### config.mk
export PLATFORM = sky130hd
export DESIGN_NAME = digital_integrate_sampler
export DESIGN_NICKNAME = d
export VERILOG_FILES = /design/src/shared/dis_pkg.sv /design/src/hw/digital_integrate_sampler.sv
export SDC_FILE = /design/constraint.sdc
export NUM_CORES = 2
export LEC_CHECK = 0
export ABC_AREA = 1
export BUFFER_PORTS_ARGS = -buffer_cell sky130_fd_sc_hd__buf_4
export CELL_PAD_IN_SITES_DETAIL_PLACEMENT = 1
export CELL_PAD_IN_SITES_GLOBAL_PLACEMENT = 1
export CORE_ASPECT_RATIO = 0.5
export CORE_MARGIN = 2
export CORE_UTILIZATION = 42
export DETAILED_ROUTE_END_ITERATION = 6
export PLACE_DENSITY_LB_ADDON = 0.1
export SETUP_SLACK_MARGIN = 0.02
export SLEW_MARGIN = 15
export SYNTH_ARGS = -nofsm -noshare
export SYNTH_HDL_FRONTEND = slang
export SYNTH_SLANG_ARGS = --single-unit
### constraint.sdc
create_clock -name clk -period 11.8 [get_ports clk]
set_clock_uncertainty 0.2 [all_clocks]
set_input_delay 0 -clock clk [delete_from_list [all_inputs] [get_ports clk]]
set_output_delay 0 -clock clk [all_outputs]
set_load 0.01 [all_outputs]
### src/shared/dis_pkg.sv
package dis_pkg;
	// ==========================================
	// Register offsets
	localparam logic [7:0] OFS_MODE_A   = 8'h42;
	localparam logic [7:0] OFS_ROUTE_A  = 8'h43;
	localparam logic [7:0] OFS_MODE_B   = 8'h44;
	localparam logic [7:0] OFS_ROUTE_B  = 8'h45;
	localparam logic [7:0] OFS_ADC_TIM  = 8'h4e;
	localparam logic [7:0] OFS_INT_EN   = 8'h58;
	localparam logic [7:0] OFS_INT_CFG  = 8'h5a;
	localparam logic [7:0] OFS_OUT_A0   = 8'h64;
	localparam logic [7:0] OFS_DARK_A0  = 8'h65;
	localparam logic [7:0] OFS_OUT_B0   = 8'h68;
	localparam logic [7:0] OFS_DARK_B0  = 8'h69;
	localparam logic [7:0] OFS_OUT_A1   = 8'h70;
	localparam logic [7:0] OFS_DARK_A1  = 8'h71;
	localparam logic [7:0] OFS_OUT_A2   = 8'h74;
	localparam logic [7:0] OFS_DARK_A2  = 8'h75;
	localparam logic [7:0] OFS_OUT_B1   = 8'h78;
	localparam logic [7:0] OFS_DARK_B1  = 8'h79;
	localparam logic [7:0] OFS_OUT_B2   = 8'h7c;
	localparam logic [7:0] OFS_DARK_B2  = 8'h7d;
	// ==========================================
	// Reset values
	localparam logic [15:0] RST_REG     = 16'h0000;
	// ==========================================
	// Field positions
	localparam int BIT_INT_EN_A = 12;
	localparam int BIT_INT_EN_B = 13;
	localparam int BIT_GAPPED   = 7;
	localparam int BIT_SINGLE_A = 5;
	localparam int BIT_SINGLE_B = 6;
	localparam int BIT_INT_BUF  = 7;
	localparam logic [15:0] ROUTE_BYPASS = 16'hae65;
	localparam logic [2:0] FIFO_SEL_16  = 3'h3;
	localparam logic [2:0] FIFO_SEL_32  = 3'h4;
	localparam logic [8:0] LEAD_EXTRA   = 9'h009;
	// ==========================================
	// Timing
	localparam int CLK_PS       = 10000;
	localparam int CONV_NS      = 1000;
	localparam int CONV_CYC     = CONV_NS * 1000 / CLK_PS;
	localparam int GAP_STEP_PS  = 31250;
	// ==========================================
	// Buffering
	localparam int FIFO_W       = 32;
	localparam int FIFO_D       = 32;
	typedef enum logic [2:0] {
		ST_IDLE, ST_LEAD, ST_NEG1, ST_GAP,
		ST_POS, ST_NEG2, ST_FIN, ST_PUSH
	} seq_state_t;
endpackage : dis_pkg

### src/hw/digital_integrate_sampler.sv
`timescale 1ns/1ps
// ==========================================
// Word FIFO
module sample_fifo #(
	parameter int W = 32,
	parameter int D = 32
) (
	// Clock and reset
	input  wire logic         clk,
	input  wire logic         resetn,
	// Fill side
	input  wire logic         in_valid,
	output logic              in_ready,
	input  wire logic [W-1:0] in_data,
	// Drain side
	output logic              out_valid,
	input  wire logic         out_ready,
	output logic [W-1:0]      out_data
);
	localparam int AW = $clog2(D);
	logic [W-1:0] mem [D];
	logic [AW:0]  wp_r;
	logic [AW:0]  rp_r;
	logic         full;
	logic         empty;

	assign empty     = (wp_r == rp_r);
	assign full      = (wp_r[AW] != rp_r[AW]) &&
	                   (wp_r[AW-1:0] == rp_r[AW-1:0]);
	assign in_ready  = !full;
	assign out_valid = !empty;
	assign out_data  = mem[rp_r[AW-1:0]];

	always_ff @(posedge clk)
	begin
		if (in_valid && !full)
			mem[wp_r[AW-1:0]] <= in_data;
	end

	always_ff @(posedge clk or negedge resetn)
	begin
		if (!resetn)
			wp_r <= '0;
		else if (in_valid && !full)
			wp_r <= wp_r + 1'b1;
	end

	always_ff @(posedge clk or negedge resetn)
	begin
		if (!resetn)
			rp_r <= '0;
		else if (out_ready && !empty)
			rp_r <= rp_r + 1'b1;
	end
endmodule : sample_fifo

// What this block does
// Gapped timing idles gap_width steps of 31.25 ns between regions.
// Config bit 7 set enables gapped timing for integrating slots only.
// Config bit 7 clear: positive region follows negative immediately.
// Gapped or continuous combine freely with single or double layout.
// Keep dark sum of negative samples; output has dark subtracted.
// FIFO content 0x3 pushes 16-bit words, 0x4 pushes 32-bit words.
// Dark values readable at 0x65/0x71/0x75 (A), 0x69/0x79/0x7d (B).
// Host sets channel offsets to 0x1F00 when dark goes to FIFO.
// Host checks single-pair saturation from output and dark values.
// Host checks double-pair saturation with doubled region width.
// Bit 12 enables integrate mode for slot A, bit 13 for slot B.
// Host writes 0x1D to mode upper byte to make integrator a buffer.
// Mode bit 7 or integrate mode turns integrator into buffer.
// Routing value 0xAE65 bypasses the band-pass stage.
// Host sets converter timing to 0x0040 for 1 MHz conversions.
// Integration config acts only while integrate mode is active.
// Pulse connect gates photodiode for LED pulse time, no LED drive.
// Host clears LED select bits of a slot to pick pulse connect.
// One conversion per microsecond; subtract negative, add positive.
// Single layout: negative at offset+9 for width, positive follows.
// Double layout: positive twice width, then second negative width.
// Config bit 5 (A) or 6 (B) set picks single, clear picks double.
// Gap delays positive region; gap time contributes no samples.
module digital_integrate_sampler (
	// Clock and reset
	input  wire logic         clk,
	input  wire logic         resetn,
	// Register port
	input  wire logic [7:0]   reg_addr,
	input  wire logic [15:0]  reg_wdata,
	input  wire logic         reg_wr,
	output logic [15:0]       reg_rdata,
	// Slot timing from the timing core
	input  wire logic         slot_start,
	input  wire logic         slot_is_b,
	input  wire logic [7:0]   region_start_offset,
	input  wire logic [7:0]   region_width,
	input  wire logic [7:0]   gap_width_slot_a,
	input  wire logic [7:0]   gap_width_slot_b,
	input  wire logic [2:0]   fifo_content_a,
	input  wire logic [2:0]   fifo_content_b,
	// Converter
	output logic              adc_conv,
	input  wire logic         adc_valid,
	input  wire logic [13:0]  adc_data,
	// Front end control
	input  wire logic         led_pulse,
	input  wire logic [1:0]   led_sel_a,
	input  wire logic [1:0]   led_sel_b,
	output logic              led_drive,
	output logic              pd_connect,
	output logic [1:0]        integrator_buffer,
	output logic [1:0]        bandpass_bypass,
	// Sample to decimation
	output logic              sample_valid,
	output logic [31:0]       sample_data,
	output logic              busy,
	// FIFO drain
	output logic              fifo_rd_valid,
	input  wire logic         fifo_rd_ready,
	output logic [31:0]       fifo_rd_data
);
	import dis_pkg::*;

	// ==========================================
	// Registers
	logic [15:0] mode_a_r, route_a_r, mode_b_r, route_b_r;
	logic [15:0] adc_tim_r, int_en_r, int_cfg_r;
	logic [31:0] out_a_r, dark_a_r, out_b_r, dark_b_r;
	logic [1:0]  slot_int;

	assign slot_int[0] = int_en_r[BIT_INT_EN_A];
	assign slot_int[1] = int_en_r[BIT_INT_EN_B];

	always_ff @(posedge clk or negedge resetn)
	begin
		if (!resetn)
		begin
			mode_a_r  <= RST_REG;
			route_a_r <= RST_REG;
			mode_b_r  <= RST_REG;
			route_b_r <= RST_REG;
			adc_tim_r <= RST_REG;
			int_en_r  <= RST_REG;
			int_cfg_r <= RST_REG;
		end
		else if (reg_wr)
		begin
			case (reg_addr)
				OFS_MODE_A:  mode_a_r  <= reg_wdata;
				OFS_ROUTE_A: route_a_r <= reg_wdata;
				OFS_MODE_B:  mode_b_r  <= reg_wdata;
				OFS_ROUTE_B: route_b_r <= reg_wdata;
				OFS_ADC_TIM: adc_tim_r <= reg_wdata;
				OFS_INT_EN:  int_en_r  <= reg_wdata;
				OFS_INT_CFG: int_cfg_r <= reg_wdata;
				default: ;
			endcase
		end
	end

	// Registered read, one cycle behind the address
	always_ff @(posedge clk or negedge resetn)
	begin
		if (!resetn)
			reg_rdata <= RST_REG;
		else
		begin
			case (reg_addr)
				OFS_MODE_A:  reg_rdata <= mode_a_r;
				OFS_ROUTE_A: reg_rdata <= route_a_r;
				OFS_MODE_B:  reg_rdata <= mode_b_r;
				OFS_ROUTE_B: reg_rdata <= route_b_r;
				OFS_ADC_TIM: reg_rdata <= adc_tim_r;
				OFS_INT_EN:  reg_rdata <= int_en_r;
				OFS_INT_CFG: reg_rdata <= int_cfg_r;
				OFS_OUT_A0:  reg_rdata <= out_a_r[15:0];
				OFS_OUT_A1:  reg_rdata <= out_a_r[15:0];
				OFS_OUT_A2:  reg_rdata <= out_a_r[31:16];
				OFS_DARK_A0: reg_rdata <= dark_a_r[15:0];
				OFS_DARK_A1: reg_rdata <= dark_a_r[15:0];
				OFS_DARK_A2: reg_rdata <= dark_a_r[31:16];
				OFS_OUT_B0:  reg_rdata <= out_b_r[15:0];
				OFS_OUT_B1:  reg_rdata <= out_b_r[15:0];
				OFS_OUT_B2:  reg_rdata <= out_b_r[31:16];
				OFS_DARK_B0: reg_rdata <= dark_b_r[15:0];
				OFS_DARK_B1: reg_rdata <= dark_b_r[15:0];
				OFS_DARK_B2: reg_rdata <= dark_b_r[31:16];
				default:     reg_rdata <= RST_REG;
			endcase
		end
	end

	// ==========================================
	// Analog path steering
	assign integrator_buffer[0] = slot_int[0] |
	                              mode_a_r[BIT_INT_BUF];
	assign integrator_buffer[1] = slot_int[1] |
	                              mode_b_r[BIT_INT_BUF];
	assign bandpass_bypass[0] = (route_a_r == ROUTE_BYPASS);
	assign bandpass_bypass[1] = (route_b_r == ROUTE_BYPASS);

	// Zero LED select means the pulse gates the input instead
	logic [1:0] cur_sel;
	logic       pconn;
	assign cur_sel    = slot_is_b ? led_sel_b : led_sel_a;
	assign pconn      = (cur_sel == 2'h0);
	assign led_drive  = led_pulse & !pconn;
	assign pd_connect = pconn ? led_pulse : 1'b1;

	// ==========================================
	// Time bases
	seq_state_t  st_r;
	logic [6:0]  us_cnt_r;
	logic        us_tick;
	logic [15:0] ph_r;
	logic        gap_tick;

	assign us_tick = (us_cnt_r == 7'(CONV_CYC - 1));

	always_ff @(posedge clk or negedge resetn)
	begin
		if (!resetn)
			us_cnt_r <= '0;
		else if (slot_start || us_tick)
			us_cnt_r <= '0;
		else
			us_cnt_r <= us_cnt_r + 7'h01;
	end

	// Fractional phase: 31.25 ns is not a whole number of cycles
	assign gap_tick = (ph_r + 16'(CLK_PS)) >= 16'(GAP_STEP_PS);

	always_ff @(posedge clk or negedge resetn)
	begin
		if (!resetn)
			ph_r <= '0;
		else if (st_r != ST_GAP)
			ph_r <= '0;
		else if (gap_tick)
			ph_r <= ph_r + 16'(CLK_PS) - 16'(GAP_STEP_PS);
		else
			ph_r <= ph_r + 16'(CLK_PS);
	end

	// ==========================================
	// Region sequencer
	logic        cur_b_r, gapped_r, single_r;
	logic [8:0]  cnt_r;
	logic [7:0]  width_r, gap_r;
	logic [2:0]  fsel_r;
	logic        pend_pos_r;
	logic [31:0] neg_r, pos_r, dark_w, out_w;
	logic        fifo_in_ready;
	logic        widx_r;
	logic        push_ok;

	assign push_ok = (fsel_r == FIFO_SEL_16) ||
	                 (fsel_r == FIFO_SEL_32);
	assign adc_conv = us_tick && cnt_r != '0 &&
	                  (st_r == ST_NEG1 || st_r == ST_POS ||
	                   st_r == ST_NEG2);
	assign busy = (st_r != ST_IDLE);

	always_ff @(posedge clk or negedge resetn)
	begin
		if (!resetn)
		begin
			st_r     <= ST_IDLE;
			cnt_r    <= '0;
			cur_b_r  <= 1'b0;
			gapped_r <= 1'b0;
			single_r <= 1'b0;
			width_r  <= '0;
			gap_r    <= '0;
			fsel_r   <= '0;
			widx_r   <= 1'b0;
		end
		else
		begin
			case (st_r)
				ST_IDLE:
					if (slot_start && slot_int[slot_is_b])
					begin
						// Config is latched only for integrating slots
						cur_b_r  <= slot_is_b;
						gapped_r <= int_cfg_r[BIT_GAPPED];
						single_r <= slot_is_b ?
						            int_cfg_r[BIT_SINGLE_B] :
						            int_cfg_r[BIT_SINGLE_A];
						width_r  <= region_width;
						gap_r    <= slot_is_b ? gap_width_slot_b :
						                        gap_width_slot_a;
						fsel_r   <= slot_is_b ? fifo_content_b :
						                        fifo_content_a;
						cnt_r    <= {1'b0, region_start_offset} +
						            LEAD_EXTRA;
						st_r     <= ST_LEAD;
					end
				ST_LEAD:
					if (cnt_r == '0)
					begin
						cnt_r <= {1'b0, width_r};
						st_r  <= ST_NEG1;
					end
					else if (us_tick)
						cnt_r <= cnt_r - 9'h001;
				ST_NEG1:
					if (cnt_r == '0)
					begin
						cnt_r <= gapped_r ? {1'b0, gap_r} :
						         (single_r ? {1'b0, width_r} :
						          {width_r, 1'b0});
						st_r  <= gapped_r ? ST_GAP : ST_POS;
					end
					else if (us_tick)
						cnt_r <= cnt_r - 9'h001;
				ST_GAP:
					// No conversions issued here
					if (cnt_r == '0)
					begin
						cnt_r <= single_r ? {1'b0, width_r} :
						         {width_r, 1'b0};
						st_r  <= ST_POS;
					end
					else if (gap_tick)
						cnt_r <= cnt_r - 9'h001;
				ST_POS:
					if (cnt_r == '0)
					begin
						cnt_r <= {1'b0, width_r};
						st_r  <= single_r ? ST_FIN : ST_NEG2;
					end
					else if (us_tick)
						cnt_r <= cnt_r - 9'h001;
				ST_NEG2:
					if (cnt_r == '0)
						st_r <= ST_FIN;
					else if (us_tick)
						cnt_r <= cnt_r - 9'h001;
				ST_FIN:
					// Wait a full conversion so the last result lands
					if (us_tick)
					begin
						widx_r <= 1'b0;
						st_r   <= push_ok ? ST_PUSH : ST_IDLE;
					end
				ST_PUSH:
					if (fifo_in_ready)
					begin
						widx_r <= 1'b1;
						if (widx_r)
							st_r <= ST_IDLE;
					end
				default: st_r <= ST_IDLE;
			endcase
		end
	end

	// ==========================================
	// Accumulation
	always_ff @(posedge clk or negedge resetn)
	begin
		if (!resetn)
			pend_pos_r <= 1'b0;
		else if (adc_conv)
			pend_pos_r <= (st_r == ST_POS);
	end

	always_ff @(posedge clk or negedge resetn)
	begin
		if (!resetn)
		begin
			neg_r <= '0;
			pos_r <= '0;
		end
		else if (st_r == ST_IDLE)
		begin
			neg_r <= '0;
			pos_r <= '0;
		end
		else if (adc_valid && st_r != ST_PUSH)
		begin
			if (pend_pos_r)
				pos_r <= pos_r + 32'(adc_data);
			else
				neg_r <= neg_r + 32'(adc_data);
		end
	end

	assign dark_w = neg_r;
	assign out_w  = pos_r - neg_r;

	always_ff @(posedge clk or negedge resetn)
	begin
		if (!resetn)
		begin
			out_a_r      <= '0;
			dark_a_r     <= '0;
			out_b_r      <= '0;
			dark_b_r     <= '0;
			sample_valid <= 1'b0;
			sample_data  <= '0;
		end
		else
		begin
			sample_valid <= 1'b0;
			if (st_r == ST_FIN && us_tick)
			begin
				sample_valid <= 1'b1;
				sample_data  <= out_w;
				if (cur_b_r)
				begin
					out_b_r  <= out_w;
					dark_b_r <= dark_w;
				end
				else
				begin
					out_a_r  <= out_w;
					dark_a_r <= dark_w;
				end
			end
		end
	end

	// ==========================================
	// FIFO loading: output word first, then dark word
	logic [31:0] sel_out, sel_dark, push_word;
	assign sel_out  = cur_b_r ? out_b_r  : out_a_r;
	assign sel_dark = cur_b_r ? dark_b_r : dark_a_r;
	assign push_word = (fsel_r == FIFO_SEL_16) ?
	    {16'h0000, (widx_r ? sel_dark[15:0] : sel_out[15:0])} :
	    (widx_r ? sel_dark : sel_out);

	sample_fifo #(
		.W (FIFO_W),
		.D (FIFO_D)
	) i_sample_fifo (
		.clk       (clk),
		.resetn    (resetn),
		.in_valid  (st_r == ST_PUSH),
		.in_ready  (fifo_in_ready),
		.in_data   (push_word),
		.out_valid (fifo_rd_valid),
		.out_ready (fifo_rd_ready),
		.out_data  (fifo_rd_data)
	);
endmodule : digital_integrate_sampler

[Yosys cells after proc, flatten, opt, wreduce, memory -nomap -nowiden]
Memory sizes are Yosys's and may differ from the RTL's.
Cells that the tools add are included.
Cells by class
  add/sub/neg operators: 10
  $lt $le $gt $ge: 2
  equal/unequal tests: 48
  muxes and demuxes: 51
  bitwise gates (word level): 4
  reduce and logical (&&, ||, !) cells: 44
Operator list (count)
  $mux 32: 10
  $pmux 16 s15: 1
  $eq 8x7->1 const B: 19
  $mux 9: 9
  $add 32x14->32: 2
  $mux 16: 3
  $pmux 9 s5: 1
  $mux 3: 12
  $eq 16x16->1 const B: 2
  $sub 32x32->32: 1
  $pmux 3 s8: 1
  $reduce_and 2->1: 12
  $add 16x14->16 const B: 1
  $ge 16x15->1 const B: 1
  $ne 2x2->1 const B: 8
  $sub 16x15->16 const B: 1
  $eq 3x3->1 const B: 5
  $add 6x1->6 const B: 2
  $reduce_or 2->1: 5
  $add 8x4->9 const B: 1
  $eq 3x2->1 const B: 3
  $logic_not 9->1: 1
  $mux 1: 9
  $reduce_and 9->1: 1
  other kinds (29): 48
Word-level totals
  bits in registers: 424
  RAM bits: 1024
  bits of input ports: 88
  output and inout bits: 90
  logic and storage cells: 190
  memories kept: 1
Memory list
  i_sample_fifo.mem: words 32, bits a word 32, read ports 1, clocked after Yosys merged registers in 0, wr ports 1, RTL line digital_integrate_sampler.sv:21  | logic [W-1:0] mem [D];

[Depth between registers and ports, before layout]
  word-level depth: 6
  mapped depth: 14
  mapped depth without buffers: 14

[By module]
From an unflattened synthesis, not the netlist that was laid out.
Unflattened totals
  cells, all modules: 7590
  area total of the unflattened synthesis: 68470.7 um2
By module, submodules not included
  sample_fifo: instances 1, cells an instance 4492, area each 45123.3 um2, seq. area each 31049.8 um2
  digital_integrate_sampler: instances 1, cells an instance 3098, area each 23347.4 um2, seq. area each 10284.9 um2

[Worst setup path before layout]
OpenSTA, ideal clock, no wires.
  path type: flip-flop to flip-flop
  start: register i_sample_fifo.rp_r[0]
  end: memory i_sample_fifo.mem[31][0], enable pin
  setup time: 0.461 ns
  arrival: 3.487 ns
  data required time: 11.139 ns
  setup slack: 7.652 ns
  stages on the path, launching flop included: 10
  buffers on the path: 2
  clock period less this slack: 4.148 ns
  path through: dfrtp_1 -> buf_4 -> buf_4 -> nor2_1 -> nor3_1 -> nand2_1 -> nor2_1 -> a21oi_1 -> nand2_1 -> nor3_1
On the way
  cells in the longest elaborated chain, start to end: 6
RTL lines
  start: declaration: RTL line digital_integrate_sampler.sv:23  | logic [AW:0] rp_r;
  start signal: assignment: RTL line digital_integrate_sampler.sv:53  | rp_r <= rp_r + 1'b1;
  $eq 5x5->1: RTL line digital_integrate_sampler.sv:29  | (wp_r[AW-1:0] == rp_r[AW-1:0]);
  $logic_and 1x1->1: RTL line digital_integrate_sampler.sv:28  | assign full = (wp_r[AW] != rp_r[AW]) &&
  $logic_not 1->1
  $logic_and 1x1->1: RTL line digital_integrate_sampler.sv:36  | if (in_valid && !full)
  $mux 1: RTL line digital_integrate_sampler.sv:36
  $mux 1 (not written as such): RTL line digital_integrate_sampler.sv:37  | mem[wp_r[AW-1:0]] <= in_data;
  end: declaration: RTL line digital_integrate_sampler.sv:21
No other way between the ends.

[Worst setup path in the final report]
  start: register i_sample_fifo.rp_r[0]
  end: output fifo_rd_data[3]
On the way
  cells in the longest elaborated chain, start to end: 1
RTL lines
  $mem_v2 32x32
  end: declaration: RTL line digital_integrate_sampler.sv:118  | output logic [31:0] fifo_rd_data
No other way between the ends.

==> flow_metrics.tcl <==
set metrics [dict create \
    ys_warn_count 0 \
    dr.pass1.iters 5 \
    r2r.worst_path.cells 8 \
    p_comb_frac 0.396 \
    whs_path_depth 5 \
    ys_types 58 \
    ir_drop_uv 252.5 \
    worstPathRequired_ns 11.60 \
    maxSlewViolCount 0 \
    hold_slack_ns 0.03753 \
    h-tree-depth 4 \
    insertion_delay_ns 0.79 \
    synthTopCellsByArea "edfxtp_1 (48%), dfrtp_1 (17%), o21ai_0 (7.0%)" \
    core_area_mm2 0.1513 \
    hold_start "slot_start" \
    postSynthAreaPerCell_um2 10.42 \
    die-height_um 279.5 \
    rsz0062_at_grt "no" \
    cp_max_fo 207 \
    die_w_um 554.9 \
    p_leak_nw 28.09 \
    drive_above_1_share 0.09082 \
    instances_no_fill 8481 \
    clockBufferDepth 4 \
    io_buffer_count 177 \
    outcome "finished clean" \
    internal_power_mw 10.87 \
    worstPathArrival_ns 5.63 \
    worst_hold_path.endpoint "us_cnt_r[0]" \
    cts-buffers-inserted 147 \
    totalWireLength_mm 224.0 \
    ys_ff_latch 1447 \
    async_flop_share 0.2923 \
    grt_pass1_wl_mm 333.7 \
    synth.most_common_cell "nand2_1" \
    worst_r2r_endpoint "i_sample_fifo.mem[29][30]" \
    r2r_setup_slack_ns 6.81 \
    fp.dieArea_mm2 0.1551 \
    p_seq_frac 0.350 \
    pwr-share-clk 0.254 \
    place_congestion 0.8814 \
    vias 49480 \
    drtIter0Drc 4873 \
    ctsResizeCount 0 \
    syn_nets 6279 \
    synth_top_area_share 0.4824 \
    dp_cells 8039 \
    syn_inst 6118 \
    syn_to_final_growth_pct 16.40 \
    grt_pass1_vias 50920 \
    hpwl_mm 142.5 \
    p_switching_mw 7.778 \
    netlist_area_mm2 0.06374 \
    overflow 0 \
    grt_util_all_layers 0.2864 \
    period_minus_slack_ns 5.827 \
    cts_tree "built" \
    path_class "register to output pin" \
    cp-end-kind "output pin" \
    worst_pin_slew_ns 1.257 \
    avgRoutedWirePerCell_um 26.41 \
    synth_common_cells "nand2_1 (1,077), edfxtp_1 (1,024), o21ai_0 (892)" \
    cts.sinks 1447 \
    period_share 0.4938 \
    grt_max_degree 216 \
    max_freq_ghz 0.1716 \
    power_switching_share 0.4170 \
    total_power_mw 18.65 \
    finalSetupViolations 0 \
    drc 0 \
    fin_setup_tns_ns 0 \
    hold_class "input port to register" \
    vias_per_cell 5.834 \
    drtAntennaViolNets 0 \
    reg2reg_from "i_sample_fifo.rp_r[0]" \
    initial_utilization 0.4214 \
    max-slew-margin-rel 0.1560 \
    ys.flop_type "edfxtp_1" \
    p_per_area_mw_per_mm2 251.4 \
    rows 101 \
    clkTransAtPathRegs_ns 0.08 \
    hold_viol 0 \
    cp-start-kind "register" \
    pin_count 178 \
    antenna_found_initial 18 \
    yosysSeqAreaShare 0.6485 \
    synth-edff-count 1024 \
    layout.nets 6524 \
    root_buffer "clkbuf_16" \
    maxCapViolations 0 \
    synth_top_cell_by_area "edfxtp_1" \
]
[flip-flops by register name (all words and copies together), names as in the netlist, 15 cells and up]
signal             flops
ph_r                  15
dark_w                32
pos_r                 32
i_sample_fifo.mem   1024
reg_rdata             16
mode_b_r              16
route_a_r             16
adc_tim_r             16
out_a_r               32
int_cfg_r             16
int_en_r              16
dark_a_r              32
mode_a_r              16
dark_b_r              32
route_b_r             16
out_b_r               32
sample_data           32
[metal layers]
layer	global-route usage	vias up	share of wire
met3	0.05744	333	0.076
met2	0.4375	1611	0.44
li1	-	22190	-
met1	0.4167	25350	0.45
met4	0.07445	2	0.027
met5	0	-	0.000031
[placed cells by master (no fill, tap or decap), types with 11 or more instances in the layout]
master and n:
clkinv_2 22, ha_1 70, nor3_1 43, xnor2_1 15
inv_1 327, o21ai_0 892, bufinv_16 14, o22ai_4 14
o21ai_1 54, buf_16 14, nor2_1 757, a21oi_1 128
edfxtp_1 1024, o221ai_1 103, clkinv_1 29, nand4_1 93
clkbuf_1 19, clkbuf_16 153, xor2_1 25, a21boi_0 23
o211ai_1 51, nand2_1 1073, dfrtp_1 418, nor2_4 34
a31oi_1 16, dlygate4sd3_1 170, buf_4 239, inv_2 11
o22ai_1 180, nand3_1 273
[power groups by stage]
stage / registers (mW) / clock network [mW] / logic, mW
finish: 6.54 / 4.73 / 7.39
global route: 6.56 / 4.99 / 7.95
CTS: 6.53 / 4.80 / 7.25
detailed placement: 6.64 / 0 / 7.11
global placement: 6.63 / 0 / 6.98
floorplan: 6.51 / 0 / 3.97
[through the flow]
stage	worst slack [ns]	util	area, um2
after detailed placement	6.816	0.4457	67410
final	5.973	0.4905	74200
after global placement	6.973	0.4455	67390
after global routing	5.672	0.4904	74190
after CTS	6.126	0.4881	73830
after floorplan	7.652	-	63740
[critical path, stage by stage (launching register included)]
cell and delay, ns:
dfrtp_4 0.86, buf_4 0.69, buf_12 0.55, buf_4 0.90
o21ai_0 0.25, o221ai_1 0.37, nand3_1 0.16, nand4_1 0.12
o21ai_0 0.23, inv_1 0.14, buf_4 0.13
[logic make-up after synthesis]
kind of cell / share of synthesized area
XOR/XNOR: 0.005496
adder cells (fa/ha/maj): 0.01468
flip-flops: 0.6485
AND/OR/NAND/NOR: 0.1513
buffers and inverters: 0.04171
AO/OA/AOI/OAI: 0.1383
[repair_timing]
| item | in CTS | in global routing |
|---|---|---|
| hold buffers | 171 | 0 |
| hold endpoints to repair | 435 | 0 |
| buffers inserted | 0 | 0 |
[worst max-delay path by stage]
stage	cells after the start	to	slack, ns	startpoint
6_report	10	fifo_rd_data[3]	5.97	i_sample_fifo.rp_r[0]
5_1_grt	10	fifo_rd_data[3]	5.67	i_sample_fifo.rp_r[0]
3_3_place_gp	8	i_sample_fifo.mem[25][22]	6.97	i_sample_fifo.rp_r[0]
4_1_cts	10	fifo_rd_data[3]	6.13	i_sample_fifo.rp_r[0]
2_1_floorplan	9	i_sample_fifo.mem[31][0]	7.65	i_sample_fifo.rp_r[0]
3_5_place_dp	8	i_sample_fifo.mem[25][6]	6.82	i_sample_fifo.rp_r[0]
[cell type report]
type                    instances  area (um2)
diodes                         10       25.02
repair buffers                427        3956
clock inverters                71       703.2
multi-input cells            3995       20360
flip-flops and latches       1447       41350
clock buffers                 178        3983
well taps                    2008        2512
fillers                     16200       77070
inverters                     345        1313
(Power assumes the default switching activity.)
